$ cat src/include/opw_pkg.sv
// Constants and types shared by the word programming controller
package opw_pkg;
  localparam logic [31:0] ADDR_MODE      = 32'h07F40000;
  localparam logic [31:0] ADDR_PCTRL     = 32'h07F40004;
  localparam logic [31:0] ADDR_STAT      = 32'h07F40008;
  localparam logic [31:0] ADDR_PWORD0    = 32'h07F40010;
  localparam logic [31:0] ADDR_PWORD1    = 32'h07F40014;

  localparam int          MODE_LSB       = 0;
  localparam int          MODE_W         = 3;
  localparam logic [2:0]  MODE_MANUAL_PROG = 3'h2;
  localparam logic [2:0]  MODE_RESET     = 3'h0;

  localparam int          PCTRL_LOC_LSB  = 0;
  localparam int          PCTRL_LOC_W    = 13;
  localparam int          PCTRL_RETRY_BIT = 14;
  localparam int          PCTRL_START_BIT = 15;
  localparam logic [31:0] PCTRL_RESET    = 32'h00000000;

  localparam int          STAT_READY_BIT = 0;
  localparam int          STAT_FAIL_BIT  = 2;
  localparam int          STAT_ZERO_BIT  = 3;

  localparam int          DATA_W         = 64;
  localparam int          CHECK_W        = 8;
  localparam int          WORD_W         = 72;
  localparam logic [31:0] PWORD_RESET    = 32'h00000000;

  typedef enum logic [0:0] {
    OPW_IDLE,
    OPW_PROG
  } opw_fsm_type;
endpackage

$ cat src/core/opw_fail_mem.sv
// Record of the bits that failed in the last programming attempt
`timescale 1ns/1ps
`default_nettype none
module opw_fail_mem #(
  parameter int WIDTH = 72
) (
  input  wire logic             clk,
  input  wire logic             rst,
  input  wire logic             wr_en,
  input  wire logic [WIDTH-1:0] wr_data,
  output var  logic [WIDTH-1:0] rd_data
);
  typedef struct packed {
    logic [WIDTH-1:0] bits;
  } opw_mem_type;

  opw_mem_type st;
  opw_mem_type next_st;

  initial begin
    if (WIDTH < 1) $error("opw_fail_mem: WIDTH must be positive");
  end

  always_comb begin
    next_st = st;
    if (wr_en) begin
      next_st.bits = wr_data;
    end
  end

  always_ff @(posedge clk or posedge rst) begin
    if (rst) begin
      st <= '0;
    end else begin
      st <= next_st;
    end
  end

  assign rd_data = st.bits;
endmodule // opw_fail_mem
`default_nettype wire

$ cat src/core/opw_prog_ctrl.sv
// Manual one-word programming control with Avalon-MM register slave
// Behaviour
// - In manual programming mode a one written to start bit 15 launches programming of exactly one word.
// - The start bit clears itself and always reads back as zero.
// - The programmed data are the 64 bits of the two data word registers.
// - Location bits 12:0 choose the word that is programmed.
// - Each location is one 72-bit word of 64 data bits and 8 check bits.
// - Retry select at bit 14 low programs every one bit of the word as if the target were blank.
// - Retry select high programs only the bits that failed in the attempt just before.
// - The device keeps a record of the bits that failed in the previous attempt.
// - Manual programming mode is the mode field value 0x2.
// - A word to program that is all zero skips the sequence and sets the zero-word-skipped flag.
`timescale 1ns/1ps
`default_nettype none
module opw_prog_ctrl #(
  parameter int LOC_W  = 13,
  parameter int DATA_W = 64
) (
  input  wire logic                 CORE_CLK,
  input  wire logic                 RST,
  input  wire logic [31:0]          AVS_ADDRESS,
  input  wire logic                 AVS_READ,
  input  wire logic                 AVS_WRITE,
  input  wire logic [31:0]          AVS_WRITEDATA,
  input  wire logic [3:0]           AVS_BYTEENABLE,
  output var  logic [31:0]          AVS_READDATA,
  output var  logic                 AVS_WAITREQUEST,
  output var  logic [LOC_W-1:0]     ARR_ADDR,
  output var  logic [DATA_W+7:0]    ARR_BITS,
  output var  logic                 ARR_PROG,
  input  wire logic                 ARR_DONE,
  input  wire logic [DATA_W+7:0]    ARR_FAIL
);
  localparam int WORD_W = DATA_W + opw_pkg::CHECK_W;

  typedef struct packed {
    opw_pkg::opw_fsm_type      fsm;
    logic                      ack;
    logic [31:0]               rdata;
    logic [2:0]                mode;
    logic                      retry;
    logic [LOC_W-1:0]          loc;
    logic [31:0]               pword0;
    logic [31:0]               pword1;
    logic                      ready;
    logic                      zero_skip;
    logic                      failed;
    logic [LOC_W-1:0]          arr_addr;
    logic [WORD_W-1:0]         arr_bits;
    logic                      arr_prog;
  } opw_state_type;

  opw_state_type     st;
  opw_state_type     next_st;
  logic [WORD_W-1:0] fail_rec;
  logic              rec_wr;
  logic [WORD_W-1:0] rec_data;

  initial begin
    if (LOC_W != opw_pkg::PCTRL_LOC_W) $error("opw_prog_ctrl: LOC_W must be 13");
    if (DATA_W != opw_pkg::DATA_W) $error("opw_prog_ctrl: DATA_W must be 64");
  end

  // Simple interleaved parity; check bit k covers data bits whose index mod 8 is k
  function automatic logic [opw_pkg::CHECK_W-1:0] check_bits(input logic [DATA_W-1:0] d);
    logic [opw_pkg::CHECK_W-1:0] c;
    c = '0;
    for (int i = 0; i < DATA_W; i++) begin
      c[i % opw_pkg::CHECK_W] = c[i % opw_pkg::CHECK_W] ^ d[i];
    end
    return c;
  endfunction

  // Merge a bus write into a register under the byte enables
  function automatic logic [31:0] merge(input logic [31:0] old, input logic [31:0] wd, input logic [3:0] be);
    logic [31:0] r;
    r = old;
    for (int b = 0; b < 4; b++) begin
      if (be[b]) begin
        r[b*8 +: 8] = wd[b*8 +: 8];
      end
    end
    return r;
  endfunction

  function automatic logic [31:0] pctrl_view(input logic rt, input logic [LOC_W-1:0] lc);
    logic [31:0] r;
    r = '0;
    r[opw_pkg::PCTRL_RETRY_BIT] = rt;
    r[opw_pkg::PCTRL_LOC_LSB +: LOC_W] = lc;
    return r;
  endfunction

  opw_fail_mem #(
    .WIDTH   (WORD_W)
  ) u_fail_mem (
    .clk     (CORE_CLK),
    .rst     (RST),
    .wr_en   (rec_wr),
    .wr_data (rec_data),
    .rd_data (fail_rec)
  );

  always_comb begin
    logic [DATA_W-1:0] data;
    logic [WORD_W-1:0] word;
    logic [WORD_W-1:0] pattern;
    logic [31:0]       pc_new;
    logic              do_wr;
    logic              start;
    data     = '0;
    word     = '0;
    pattern  = '0;
    pc_new   = '0;
    do_wr    = 1'b0;
    start    = 1'b0;
    next_st  = st;
    rec_wr   = 1'b0;
    rec_data = '0;

    // One wait cycle, then a single acknowledged cycle per transfer
    next_st.ack = (AVS_READ || AVS_WRITE) && !st.ack;
    do_wr = st.ack && AVS_WRITE;

    // Read data are captured a cycle early so the answer leaves a flip-flop
    next_st.rdata = '0;
    if (AVS_READ && !st.ack) begin
      unique case (AVS_ADDRESS)
        opw_pkg::ADDR_MODE:   next_st.rdata[opw_pkg::MODE_LSB +: opw_pkg::MODE_W] = st.mode;
        opw_pkg::ADDR_PCTRL:  next_st.rdata = pctrl_view(st.retry, st.loc);
        opw_pkg::ADDR_STAT: begin
          next_st.rdata[opw_pkg::STAT_READY_BIT] = st.ready;
          next_st.rdata[opw_pkg::STAT_FAIL_BIT]  = st.failed;
          next_st.rdata[opw_pkg::STAT_ZERO_BIT]  = st.zero_skip;
        end
        opw_pkg::ADDR_PWORD0: next_st.rdata = st.pword0;
        opw_pkg::ADDR_PWORD1: next_st.rdata = st.pword1;
        default:              next_st.rdata = '0;
      endcase
    end

    if (do_wr) begin
      unique case (AVS_ADDRESS)
        opw_pkg::ADDR_MODE: begin
          if (AVS_BYTEENABLE[0]) begin
            next_st.mode = AVS_WRITEDATA[opw_pkg::MODE_LSB +: opw_pkg::MODE_W];
          end
        end
        opw_pkg::ADDR_PCTRL: begin
          // Only retry and location are stored; start is a pure strobe
          pc_new = merge(pctrl_view(st.retry, st.loc), AVS_WRITEDATA, AVS_BYTEENABLE);
          next_st.retry = pc_new[opw_pkg::PCTRL_RETRY_BIT];
          next_st.loc   = pc_new[opw_pkg::PCTRL_LOC_LSB +: LOC_W];
          // Start is ignored outside manual programming mode or while busy
          start = AVS_BYTEENABLE[1] && AVS_WRITEDATA[opw_pkg::PCTRL_START_BIT]
                  && (st.mode == opw_pkg::MODE_MANUAL_PROG) && (st.fsm == opw_pkg::OPW_IDLE);
        end
        opw_pkg::ADDR_PWORD0: next_st.pword0 = merge(st.pword0, AVS_WRITEDATA, AVS_BYTEENABLE);
        opw_pkg::ADDR_PWORD1: next_st.pword1 = merge(st.pword1, AVS_WRITEDATA, AVS_BYTEENABLE);
        default: begin
        end
      endcase
    end

    data = {st.pword1, st.pword0};
    word = {check_bits(data), data};
    // A retry applies the intended value only where the last attempt failed
    if (next_st.retry) begin
      pattern = word & fail_rec;
    end else begin
      pattern = word;
    end

    unique case (st.fsm)
      opw_pkg::OPW_IDLE: begin
        if (start) begin
          if (pattern == '0) begin
            next_st.zero_skip = 1'b1;
            next_st.ready     = 1'b1;
          end else begin
            next_st.zero_skip = 1'b0;
            next_st.ready     = 1'b0;
            next_st.arr_addr  = next_st.loc;
            next_st.arr_bits  = pattern;
            next_st.arr_prog  = 1'b1;
            next_st.fsm       = opw_pkg::OPW_PROG;
          end
        end
      end
      opw_pkg::OPW_PROG: begin
        if (ARR_DONE) begin
          // Only bits actually attempted can be recorded as failed
          rec_wr           = 1'b1;
          rec_data         = ARR_FAIL & st.arr_bits;
          next_st.failed   = |(ARR_FAIL & st.arr_bits);
          next_st.arr_prog = 1'b0;
          next_st.ready    = 1'b1;
          next_st.fsm      = opw_pkg::OPW_IDLE;
        end
      end
    endcase
  end

  always_ff @(posedge CORE_CLK or posedge RST) begin
    if (RST) begin
      st           <= '0;
      st.fsm       <= opw_pkg::OPW_IDLE;
      st.mode      <= opw_pkg::MODE_RESET;
      st.retry     <= opw_pkg::PCTRL_RESET[opw_pkg::PCTRL_RETRY_BIT];
      st.loc       <= opw_pkg::PCTRL_RESET[opw_pkg::PCTRL_LOC_LSB +: LOC_W];
      st.pword0    <= opw_pkg::PWORD_RESET;
      st.pword1    <= opw_pkg::PWORD_RESET;
      st.ready     <= 1'b1;
    end else begin
      st <= next_st;
    end
  end

  assign AVS_READDATA    = st.rdata;
  assign AVS_WAITREQUEST = !st.ack;
  assign ARR_ADDR        = st.arr_addr;
  assign ARR_BITS        = st.arr_bits;
  assign ARR_PROG        = st.arr_prog;
endmodule // opw_prog_ctrl
`default_nettype wire

$ cat config.mk
export PLATFORM = sky130hd
export DESIGN_NAME = opw_prog_ctrl
export DESIGN_NICKNAME = d
export VERILOG_FILES = /design/src/include/opw_pkg.sv /design/src/core/opw_fail_mem.sv /design/src/core/opw_prog_ctrl.sv
export SDC_FILE = /design/constraint.sdc
export NUM_CORES = 1
export LEC_CHECK = 0
export ABC_AREA = 0
export BUFFER_PORTS_ARGS = -buffer_cell sky130_fd_sc_hd__buf_2
export CAP_MARGIN = 40
export CORE_UTILIZATION = 30
export DETAILED_ROUTE_END_ITERATION = 8
export SLEW_MARGIN = 20
export SYNTH_ARGS = -nofsm -noshare
export SYNTH_HDL_FRONTEND = slang
export SYNTH_HIERARCHICAL = 1
export SYNTH_SLANG_ARGS = --single-unit
$ cat constraint.sdc
create_clock -name CORE_CLK -period 9.77 [get_ports CORE_CLK]
set_input_delay 2.931 -clock CORE_CLK [delete_from_list [all_inputs] [get_ports CORE_CLK]]
set_output_delay 2.931 -clock CORE_CLK [all_outputs]
set_load 0.02 [all_outputs]
==> run summary, run 1 <==
Outcome: complete, no violations
First-pass GRT wire length: 69900 um
Crit-path slowest cell: nor3_4
Largest net degree at the start of global routing: 79
FMAX: 142 MHz
Mux cell area share after synthesis: 16.2%
Clock root buffer: clkbuf_16
Slowest stage delay, CP: 0.61 ns
Total negative slack: 0 ns
Crit-path most repeated cell: buf_4
Synth Instances: 1212
Setup WS post-layout: 2.71 ns
GPL Wtd Cong: 0.946
#FFs+latches synth: 276
IO Count: 264
Postcts setup bufs: 0
Post-Synth XOR/XNOR Area: 3.55%
CTS buffer count: 29
Place WS: 2.16 ns
Commonest cells after routing, fill and taps aside: 275 x dfrtp_1, 263 x buf_2, 149 x nor2_1, 84 x mux2_2, 71 x o21ai_0
Synth warnings: 6
Worst flop-to-flop path startpoint: st[202]$_DFF_PP0_
Worst-margin pin slew: 0.809 ns
Fin crit share: 72.2%
Tot GR Track Use: 20.2%
Cells on worst reg2reg path: 12
Drt drc: 0
Simple-gate area share of the yosys netlist: 11.0%
Die height: 217 um
CTS HTree Levels: 1
Synth unique cells: 51
Detailed Place HPWL: 37000 um
Core area: 45400 sq um
DIE AREA: 46900 sq um
Antenna Nets Post-Route: 0
Die width: 217 um
Site Rows: 78
CP cell instances: buf_2 -> nand2b_1 -> or4_4 -> nor3_4 -> mux2i_4 -> buf_4 -> o21ai_0 -> nand4_1 -> or4_1 -> nor3_2 -> a31o_4 -> buf_4 -> mux2_1
Multi-input gate area: 5620 sq um
CP required: 10.20 ns
Buffers on Ports: 263
Final hold vios: 0
Unrepaired setup endpoints after global routing: no
Final setup skew: 0.0379 ns
Utilization after layout: 35.1%
Crit Path Category: in -> reg
Vias in the first global route: 10300
R2R Path End: ARR_ADDR[8]$_DFFE_PP0P_
Final setup viols: 0
Slew Viols, Final: 0
Hold path depth: 2
Vias post-DR: 10100
DR pass1 iterations: 8
Power density cells: 153 nW/um^2
Layout cells sized above 1: 36.5%
Hold-fix buffers, CTS: 0
Synth top area share: 49.8%
Post-CTS sizing: 0
Reg area: 6910 sq um
Synthesized area: 13800 sq um
EDFF count, synth: 0
Largest family of logic cells by synthesized area: multiplexers
CTS clk-pin slew, worst paths: 0.06 ns
Initial DRC count: 863
Post-synthesis sequential area ratio: 50.0%
Top post-synthesis cells by area: dfrtp_1 50%, mux2_4 7.6%, mux2_2 6.8%
Clock Latency Late Sink: 0.58 ns
Area grow syn2layout: 15.3%
Initial antenna violation count: 6
Setup crit end kind: flop
Peak supply drop: 151 uV
Starting Density: 30.4%
Final WL: 47900 um
Max-slew headroom: 45.9%
Fin nets: 1496
Max Cap Viol: 0
Compound-gate portion of the synthesized area: 9.72%
Max clock buf depth: 3
Worst-path fanout max: 74
Post-Synth Adder-Cell Area: 0%
Crit path time final: 7.06 ns
Startpoint Class: input port
CP delay by family, top: simple AND/OR/NAND/NOR gates
R2R Setup Slk: 4.84 ns
Worst Hold Launch: ARR_PROG$_DFFE_PP0P_
CTS tree: built
Top_reg_cell synth: dfrtp_1
CP Buf/Inv Count: 3
Worst min path class: reg -> reg
Syn Nets: 1357
Clock sink total: 276
Hold EP: ARR_PROG$_DFFE_PP0P_
Leak: 8.15 nW
Largest area contributor in the netlist: dfrtp_1
Fillers: 4560
Worst EP arrival: 7.49 ns
Post-Synthesis Mean Instance Area: 11.4 sq um
Wire length per cell: 24.3 um
Commonest non-fill, non-tap cell in the layout: dfrtp_1
Vias per Instance: 5.11
Worst hold slack: 0.483 ns
Async S/R FF share, synth: 100%
Total gr overflow: 0
flip-flops by register name, indices dropped and copies added, names as in the netlist:
name / count
ARR_ADDR: 13
ARR_BITS: 72
ARR_PROG: 1
AVS_READDATA: 32
st: 86
u_fail_mem/rd_data: 72
tightest hold or removal path: cells and delay by family, from the launching register on:
kind	cells	cell delay [ns]
DFF	1	0.35
and+or+nand+nor	2	0.10
how the worst max path moves through the flow:
stage | start | end | slack, ns | cells past startpoint
2_1_floorplan | RST | ARR_ADDR[0]$_DFFE_PP0P_ | 1.27 | 1
3_3_place_gp | AVS_ADDRESS[4] | ARR_ADDR[11]$_DFFE_PP0P_ | 2.26 | 13
3_5_place_dp | AVS_ADDRESS[4] | ARR_ADDR[6]$_DFFE_PP0P_ | 2.16 | 13
4_1_cts | AVS_ADDRESS[4] | ARR_ADDR[8]$_DFFE_PP0P_ | 2.74 | 13
5_1_grt | AVS_ADDRESS[3] | ARR_ADDR[8]$_DFFE_PP0P_ | 2.43 | 13
6_report | AVS_ADDRESS[4] | ARR_ADDR[8]$_DFFE_PP0P_ | 2.71 | 13
layer usage:
metal / vias to the layer above / wire, um / GRT usage [%]
li1: 4447 / - / -
met1: 5139 / 21500 / 28.3
met2: 413 / 21400 / 31.0
met3: 85 / 3530 / 4.20
met4: 12 / 1430 / 6.67
met5: - / 77 / 0
cell families (layout without fill, tap and decap cells):
kind of cell    after synthesis  after routing
compound gates              195            195
xor+xnor                     56             56
buf+inv                     185            347
flops                       276            276
mux                         176            176
other cells                   0              1
simple gates                324            324
area by class of cell:
class	instances	area share (%)
timing repair buffer	281	9.69
inverter	12	0.345
tap	600	4.71
antenna	1	0.0157
multi-input combinational	751	35.3
sequential	276	43.3
clock inverter	18	1.51
clock buffer	36	5.10
stage by stage:
stage               area, sq um  total power [W]  cells
floorplan                 13800          0.00120   1212
global placement          14700          0.00124   1914
detailed placement        14800          0.00125   1916
CTS                       15800          0.00246   1970
global route              15900          0.00251   1974
finish                    15900          0.00244   1975
report_power, final:
part	switching, W	internal (W)	leakage (nW)	total (W)
Clock	0.000487	0.000725	0.522	0.00121
Combinational	0.0000492	0.0000298	3.80	0.0000791
Sequential	0.00000299	0.00114	3.82	0.00115
Total	0.000539	0.00190	8.15	0.00244
synthesized netlist by cell type, types with 11 or more instances:
master	count
a21o_1	37
a222oi_1	14
a22o_1	19
a22oi_1	30
and3_1	26
buf_4	118
clkbuf_1	33
dfrtp_1	275
inv_1	12
mux2_1	16
mux2_2	84
mux2_4	70
nand2_1	66
nand3_1	11
nand4_1	34
nor2_1	150
o21ai_0	71
xnor2_1	49
No activity file was read; power rests on OpenSTA's default activity.
==> run 2, diff against run 1 <==
Settings changed: ABC_AREA 0 to 1.
Clock period 9.77 ns to 6.8 ns, I/O delays scaled along.
==> run summary, run 2 <==
Placed cell areas: 15900 sq um (was 14800 sq um)
Cells on worst reg2reg path: 19 (was 12)
Crit Path Category: in -> reg (unchanged)
GPL Wtd Cong: 0.942 (was 0.946)
Worst-margin pin slew: 0.898 ns (was 0.809 ns)
Final setup viols: 0 (unchanged)
CTS buffer count: 30 (was 29)
CTS clk-pin slew, worst paths: 0.06 ns (about the same)
Synthesized area: 14900 sq um (was 13800 sq um)
Post-synth top cells: 868 x nand2_1, 275 x dfrtp_1, 174 x inv_1 (was 275 x dfrtp_1, 150 x nor2_1, 118 x buf_4)
Number of flip-flops in the largest register: 86 (unchanged)
Worst hold slack: 0.465 ns (was 0.483 ns)
Post-synthesis sequential area ratio: 46.3% (was 50.0%)
Initial antenna violation count: 4 (was 6)
Leak: 9.49 nW (was 8.15 nW)
Synth unique cells: 43 (was 51)
Max-slew headroom: 39.5% (was 45.9%)
CP required: 7.31 ns (was 10.20 ns)
Crit-path most repeated cell: nand2_1 (was buf_4)
Largest net degree at the start of global routing: 152 (was 79)
Tot GR Track Use: 21.6% (was 20.2%)
Clock Latency Late Sink: 0.57 ns (was 0.58 ns)
FMAX: 193 MHz
CP Buf/Inv Count: 3 (unchanged)
Power density cells: 198 nW/um^2 (was 153 nW/um^2)
Wire length per cell: 19.3 um (was 24.3 um)
Final hold vios: 0 (unchanged)
CTS HTree Levels: 1 (unchanged)
Hold-fix buffers, CTS: 0 (unchanged)
Crit path time final: 5.19 ns
Most flops, register: st (unchanged)
Worst Hold Launch: ARR_ADDR[6]$_DFFE_PP0P_ (was ARR_PROG$_DFFE_PP0P_)
Largest area contributor in the netlist: dfrtp_1 (unchanged)
CP cell instances: buf_2 -> nor2_1 -> nand2_1 -> nor2_1 -> nand2_2 -> nor2_2 -> nand3_2 -> nand2_4 -> nand2_4 -> o21ai_1 -> nand2_1 -> nor2_1 -> nand2_1 -> nor2_1 -> nand3_2 -> buf_4 -> nand2_2 -> buf_12 -> nand2_1 -> nand2_1 (was buf_2 -> nand2b_1 -> or4_4 -> nor3_4 -> mux2i_4 -> buf_4 -> o21ai_0 -> nand4_1 -> or4_1 -> nor3_2 -> a31o_4 -> buf_4 -> mux2_1)
CTS tree: built (unchanged)
Fillers: 5286 (was 4560)
Starting Density: 30.5% (was 30.4%)
Worst EP arrival: 5.70 ns (was 7.49 ns)
Worst flop-to-flop path startpoint: st[202]$_DFF_PP0_ (unchanged)
R2R Setup Slk: 3.00 ns (was 4.84 ns)
Clock sink total: 276 (unchanged)
Vias per Instance: 4.79 (was 5.11)
Slowest stage delay, CP: 0.57 ns (was 0.61 ns)
Max clock buf depth: 3 (unchanged)
Die width: 225 um (was 217 um)
DIE AREA: 50600 sq um (was 46900 sq um)
Commonest cells after routing, fill and taps aside: 867 x nand2_1, 275 x dfrtp_1, 263 x buf_2, 171 x inv_1, 156 x nor2_1 (was 275 x dfrtp_1, 263 x buf_2, 149 x nor2_1, 84 x mux2_2, 71 x o21ai_0)
Clock root buffer: clkbuf_16 (unchanged)
Die height: 225 um (was 217 um)
Startpoint Class: input port (unchanged)
Syn Nets: 2189 (was 1357)
Layout cells sized above 1: 16.2% (was 36.5%)
Count leader, synth: nand2_1 (was dfrtp_1)
#FFs+latches synth: 276 (unchanged)
Slew Viols, Final: 0 (unchanged)
CP delay by family, top: simple AND/OR/NAND/NOR gates (unchanged)
DR pass1 iterations: 7 (was 8)
Total negative slack: 0 ns (unchanged)
Area grow syn2layout: 13.0% (was 15.3%)
Async S/R FF share, synth: 100% (unchanged)
Drt drc: 0 (unchanged)
Antenna Nets Post-Route: 0 (unchanged)
Core area: 49000 sq um (was 45400 sq um)
Post-Synthesis Mean Instance Area: 7.29 sq um (was 11.4 sq um)
Hold EP: ARR_ADDR[6]$_DFFE_PP0P_ (was ARR_PROG$_DFFE_PP0P_)
Crit-path slowest cell: o21ai_1 (was nor3_4)
Outcome: complete, no violations (unchanged)
Post-CTS sizing: 0 (unchanged)
Site Rows: 81 (was 78)
Setup crit end kind: flop (unchanged)
Synth top area share: 46.2% (was 49.8%)
Fin nets: 2301 (was 1496)
Synth warnings: 6 (unchanged)
Initial DRC count: 1463 (was 863)
Final WL: 54700 um (was 47900 um)
Synth Instances: 2044 (was 1212)
Hold path depth: 2 (unchanged)
IO Count: 264 (unchanged)
Top post-synthesis cells by area: dfrtp_1 46%, nand2_1 22%, buf_4 6.0% (was dfrtp_1 50%, mux2_4 7.6%, mux2_2 6.8%)
First-pass GRT wire length: 82000 um (was 69900 um)
Final setup skew: 0.0122 ns (was 0.0379 ns)
Worst min path class: reg -> reg (unchanged)
Unrepaired setup endpoints after global routing: no (unchanged)
Postcts setup bufs: 0 (unchanged)
Total gr overflow: 0 (unchanged)
Worst-path fanout max: 85 (was 74)
R2R Path End: ARR_BITS[34]$_DFFE_PP0P_ (was ARR_ADDR[8]$_DFFE_PP0P_)
Peak supply drop: 181 uV (was 151 uV)
Vias post-DR: 13600 (was 10100)
Commonest non-fill, non-tap cell in the layout: nand2_1 (was dfrtp_1)
Max Cap Viol: 0 (unchanged)
Buffers on Ports: 263 (unchanged)
Post-layout instance area: 16800 sq um (was 15900 sq um)
Detailed Place HPWL: 41100 um (was 37000 um)
Fin crit share: 76.3%
Vias in the first global route: 13100 (was 10300)
EDFF count, synth: 0 (unchanged)
Top_reg_cell synth: dfrtp_1 (unchanged)
==> run 2: layout make-up <==
cell class	count	area [sq um]	area share [%]
Tap cell	664	831	4.93
Sequential cell	276	6910	41.0
Inverter	176	669	3.97
Clock buffer	44	865	5.13
Multi-Input combinational cell	1394	6020	35.7
Antenna cell	2	5.00	0.0297
Timing Repair Buffer	278	1500	8.90
Clock inverter	4	50.0	0.297
==> run 2: worst reg2reg max path, delay by kind of cell, from the launching register on <==
kind | cells | cell delay, ns
buffers and inverters | 3 | 0.76
flip-flops | 1 | 0.38
AND/OR/NAND/NOR | 16 | 2.62
==> run 2: worst max-delay path by stage <==
| stage | cells after the start | start | slack [ns] | endpoint |
|---|---|---|---|---|
| 6_report | 20 | AVS_ADDRESS[13] | 1.61 | ARR_BITS[34]$_DFFE_PP0P_ |
| 5_1_grt | 20 | AVS_ADDRESS[15] | 1.33 | ARR_BITS[1]$_DFFE_PP0P_ |
| 4_1_cts | 22 | AVS_ADDRESS[13] | 1.44 | ARR_BITS[1]$_DFFE_PP0P_ |
| 3_5_place_dp | 22 | AVS_ADDRESS[13] | 0.86 | ARR_BITS[61]$_DFFE_PP0P_ |
| 3_3_place_gp | 22 | AVS_ADDRESS[9] | 0.89 | ARR_BITS[49]$_DFFE_PP0P_ |
| 2_1_floorplan | 1 | RST | 2.12 | ARR_ADDR[0]$_DFFE_PP0P_ |
==> run 2: per-layer routing <==
| layer | share of wire [%] | vias up | GRT usage (%) |
|---|---|---|---|
| li1 | - | 6442 | - |
| met1 | 45 | 6473 | 30.1 |
| met4 | 3.7 | 4 | 8.14 |
| met2 | 45 | 572 | 33.5 |
| met5 | 0.044 | - | 0 |
| met3 | 7.3 | 100 | 3.59 |
==> run 2: through the flow <==
stage	total power, W	worst slack (ns)	cells	utilization, %
after floorplan	0.00172	2.12	2044	-
after global placement	0.00178	0.887	2786	32.4
after detailed placement	0.00179	0.858	2787	32.5
after CTS	0.00336	1.44	2835	34.4
after global routing	0.00344	1.33	2837	34.4
final	0.00333	1.61	2838	34.4
==> run 2: power by group <==
group / internal (W) / switching (W) / total, W
clock: 0.000905 / 0.000669 / 0.00157
combinational: 0.0000392 / 0.0000699 / 0.000109
sequential: 0.00164 / 0.00000245 / 0.00165
==> run 2: kinds of logic (layout without fill, tap and decap cells) <==
group / Yosys count / count (layout) / share of synthesized area (%)
XOR/XNOR: 23 / 23 / 1.44
AND/OR/NAND/NOR: 1221 / 1221 / 33.3
buffers and inverters: 374 / 502 / 13.5
flip-flops: 276 / 276 / 46.3
other: 0 / 2 / 0
AO/OA/AOI/OAI: 150 / 150 / 5.42
==> run 3, diff against run 2 <==
Clock period 6.8 ns to 5.25 ns, I/O delays scaled along.
==> run summary, run 3 (same netlist as run 2, synthesis figures left out) <==
Outcome: complete, no violations (unchanged)
CTS clk-pin slew, worst paths: 0.06 ns (about the same)
Max Cap Viol: 0 (unchanged)
Fin crit share: 82.8%
Setup crit start: AVS_ADDRESS[13] (unchanged)
Tot GR Track Use: 21.2% (was 21.6%)
Total gr overflow: 0 (unchanged)
Post-CTS sizing: 0 (unchanged)
Worst Hold Launch: ARR_ADDR[7]$_DFFE_PP0P_ (was ARR_ADDR[6]$_DFFE_PP0P_)
Vias per Instance: 4.74 (was 4.79)
Busiest grt layer: met2 (unchanged)
Fin nets: 2315 (was 2301)
Clock root buffer: clkbuf_16 (unchanged)
Max clock buf depth: 3 (unchanged)
Layout cells sized above 1: 17.1% (was 16.2%)
Setup crit end kind: flop (unchanged)
Postcts setup bufs: 0 (unchanged)
Worst-path fanout max: 43 (was 85)
Vias post-DR: 13600 (about the same)
Power density cells: 268 nW/um^2 (was 198 nW/um^2)
Commonest non-fill, non-tap cell in the layout: nand2_1 (unchanged)
CTS buffer count: 31 (was 30)
Global-route track usage on met2: 34.2% (was 33.5%)
Startpoint Class: input port (unchanged)
Detailed Place HPWL: 41800 um (was 41100 um)
Switching Fraction: 21.9% (was 22.3%)
Worst flop-to-flop path startpoint: st[202]$_DFF_PP0_ (unchanged)
CTS HTree Levels: 1 (unchanged)
GR Util met1: 29.0% (was 30.1%)
Hold-fix buffers, CTS: 0 (unchanged)
Sw power: 0.00100 W (was 0.000742 W)
Wire length per cell: 19.0 um (was 19.3 um)
CP required: 5.75 ns (was 7.31 ns)
Slew Viols, Final: 0 (unchanged)
IO Count: 264 (unchanged)
Area grow syn2layout: 14.7% (was 13.0%)
CP delay by family, top: simple AND/OR/NAND/NOR gates (unchanged)
CTS tree: built (unchanged)
Sequential Power Share: 46.5% (was 49.5%)
Starting Density: 30.5% (unchanged)
DR pass1 iterations: 5 (was 7)
Internal power: 0.00358 W (was 0.00259 W)
Placed cell areas: 16000 sq um (was 15900 sq um)
Crit Path Category: in -> reg (unchanged)
Fillers: 5232 (was 5286)
Max-slew headroom: 43.4% (was 39.5%)
FMAX: 230 MHz
Clock sink total: 276 (unchanged)
First-pass GRT wire length: 80100 um (was 82000 um)
Post-layout instance area: 17100 sq um (was 16800 sq um)
Initial DRC count: 1680 (was 1463)
Final WL: 54200 um (was 54700 um)
Slowest stage delay, CP: 0.30 ns (was 0.57 ns)
Initial antenna violation count: 3 (was 4)
CP Buf/Inv Count: 2 (was 3)
Setup WS post-layout: 0.900 ns (was 1.61 ns)
Commonest cells after routing, fill and taps aside: 867 x nand2_1, 275 x dfrtp_1, 263 x buf_2, 171 x inv_1, 156 x nor2_1 (unchanged)
Final hold vios: 0 (unchanged)
Tot Pwr: 0.00458 W (was 0.00333 W)
Final setup skew: 0.0355 ns (was 0.0122 ns)
Number of flip-flops in the largest register: 86 (unchanged)
Clock Latency Late Sink: 0.59 ns (was 0.57 ns)
Core area: 49000 sq um (unchanged)
Worst min path class: reg -> reg (unchanged)
Total negative slack: 0 ns (unchanged)
Place WS: 0.370 ns (was 0.858 ns)
Crit-path most repeated cell: nand2_1 (unchanged)
Die height: 225 um (unchanged)
Largest net degree at the start of global routing: 105 (was 152)
Combinational share of power: 3.1% (was 3.3%)
Crit path time final: 4.35 ns
Site Rows: 81 (unchanged)
CP cell instances: buf_2 -> nor2_1 -> nand2_1 -> nor2_1 -> nand2_2 -> nor2_2 -> nand3_2 -> nand2_4 -> nand2_4 -> nand2_1 -> nand2_1 -> nor2_1 -> nand2_1 -> nor2_1 -> nand2_1 -> nor2_1 -> nand3_2 -> nand2_2 -> buf_12 -> nand2_1 -> nand2_1 (was buf_2 -> nor2_1 -> nand2_1 -> nor2_1 -> nand2_2 -> nor2_2 -> nand3_2 -> nand2_4 -> nand2_4 -> o21ai_1 -> nand2_1 -> nor2_1 -> nand2_1 -> nor2_1 -> nand3_2 -> buf_4 -> nand2_2 -> buf_12 -> nand2_1 -> nand2_1)
Buffers on Ports: 263 (unchanged)
Worst-margin pin slew: 0.849 ns (was 0.898 ns)
Antenna Nets Post-Route: 0 (unchanged)
Die width: 225 um (unchanged)
Most flops, register: st (unchanged)
GPL Wtd Cong: 0.976 (was 0.942)
Leak: 9.65 nW (was 9.49 nW)
Peak supply drop: 274 uV (was 181 uV)
GR Util met3: 3.72% (was 3.59%)
Unrepaired setup endpoints after global routing: no (unchanged)
Drt drc: 0 (unchanged)
Worst EP arrival: 4.85 ns (was 5.70 ns)
Clock power share: 50.4% (was 47.3%)
Vias in the first global route: 12900 (was 13100)
Crit-path slowest cell: nor2_1 (was o21ai_1)
DIE AREA: 50600 sq um (unchanged)
Final setup viols: 0 (unchanged)
## run 3: cell count changes in the layout (fill, tap and decap cells not counted), moves of 2 or more
cell       delta
buf_4        +12
clkinv_2      +5
buf_12        +2
bufinv_16     +4
clkbuf_1      -4
inv_6         +3
## run 3: power by group through the flow
stage | clock [W] | sequential [W] | combinational [W]
final | 0.00231 | 0.00213 | 0.000141
after global routing | 0.00244 | 0.00213 | 0.000162
after CTS | 0.00235 | 0.00213 | 0.000144
after detailed placement | 0 | 0.00217 | 0.000143
after global placement | 0 | 0.00217 | 0.000141
after floorplan | 0 | 0.00217 | 0.0000536
## run 3: cell type report
class | instances | area, sq um | share of cell area (%)
antenna | 1 | 2.50 | 0.0146
clock buffer | 41 | 863 | 5.05
clock inverter | 15 | 214 | 1.25
inverter | 176 | 669 | 3.91
multi-input combinational | 1394 | 6020 | 35.2
sequential | 276 | 6910 | 40.4
tap | 664 | 831 | 4.86
timing repair buffer | 291 | 1600 | 9.36
## run 3: per-layer routing
| layer | routed length, um | vias up | share of wire, % |
|---|---|---|---|
| met1 | 23500 | 6440 | 43 |
| met2 | 25000 | 571 | 46 |
| met5 | 25 | - | 0.046 |
| met4 | 1250 | 4 | 2.3 |
| met3 | 4420 | 79 | 8.2 |
| li1 | - | 6463 | - |
## run 3: tightest hold or removal path, delay by kind of cell (launching register included)
kind | cells | cell delay, ns
AND/OR/NAND/NOR | 2 | 0.10
flip-flops | 1 | 0.34
## run 3: metrics by stage
| step | hold WS (ns) | std cells | util (%) |
|---|---|---|---|
| floorplan | 0.434 | 2044 | - |
| global placement | 0.455 | 2800 | 32.7 |
| global route | 0.494 | 2857 | 34.9 |
| detailed placement | 0.459 | 2800 | 32.7 |
| CTS | 0.475 | 2856 | 34.9 |
| finish | 0.473 | 2858 | 34.9 |
## run 3: worst paths after layout
kind,endpoint,slack (ns),cells past startpoint
hold reg to reg,ARR_ADDR[7]$_DFFE_PP0P_,0.47,2
max in group asynchronous,st[118]$_DFFE_PP0P_,3.06,3
setup / recovery,ARR_BITS[63]$_DFFE_PP0P_,0.90,21
setup reg to reg,ARR_BITS[63]$_DFFE_PP0P_,1.96,18
min in group asynchronous,u_fail_mem/rd_data[58]$_DFFE_PP0P_,0.90,2
hold / removal,ARR_ADDR[7]$_DFFE_PP0P_,0.47,2
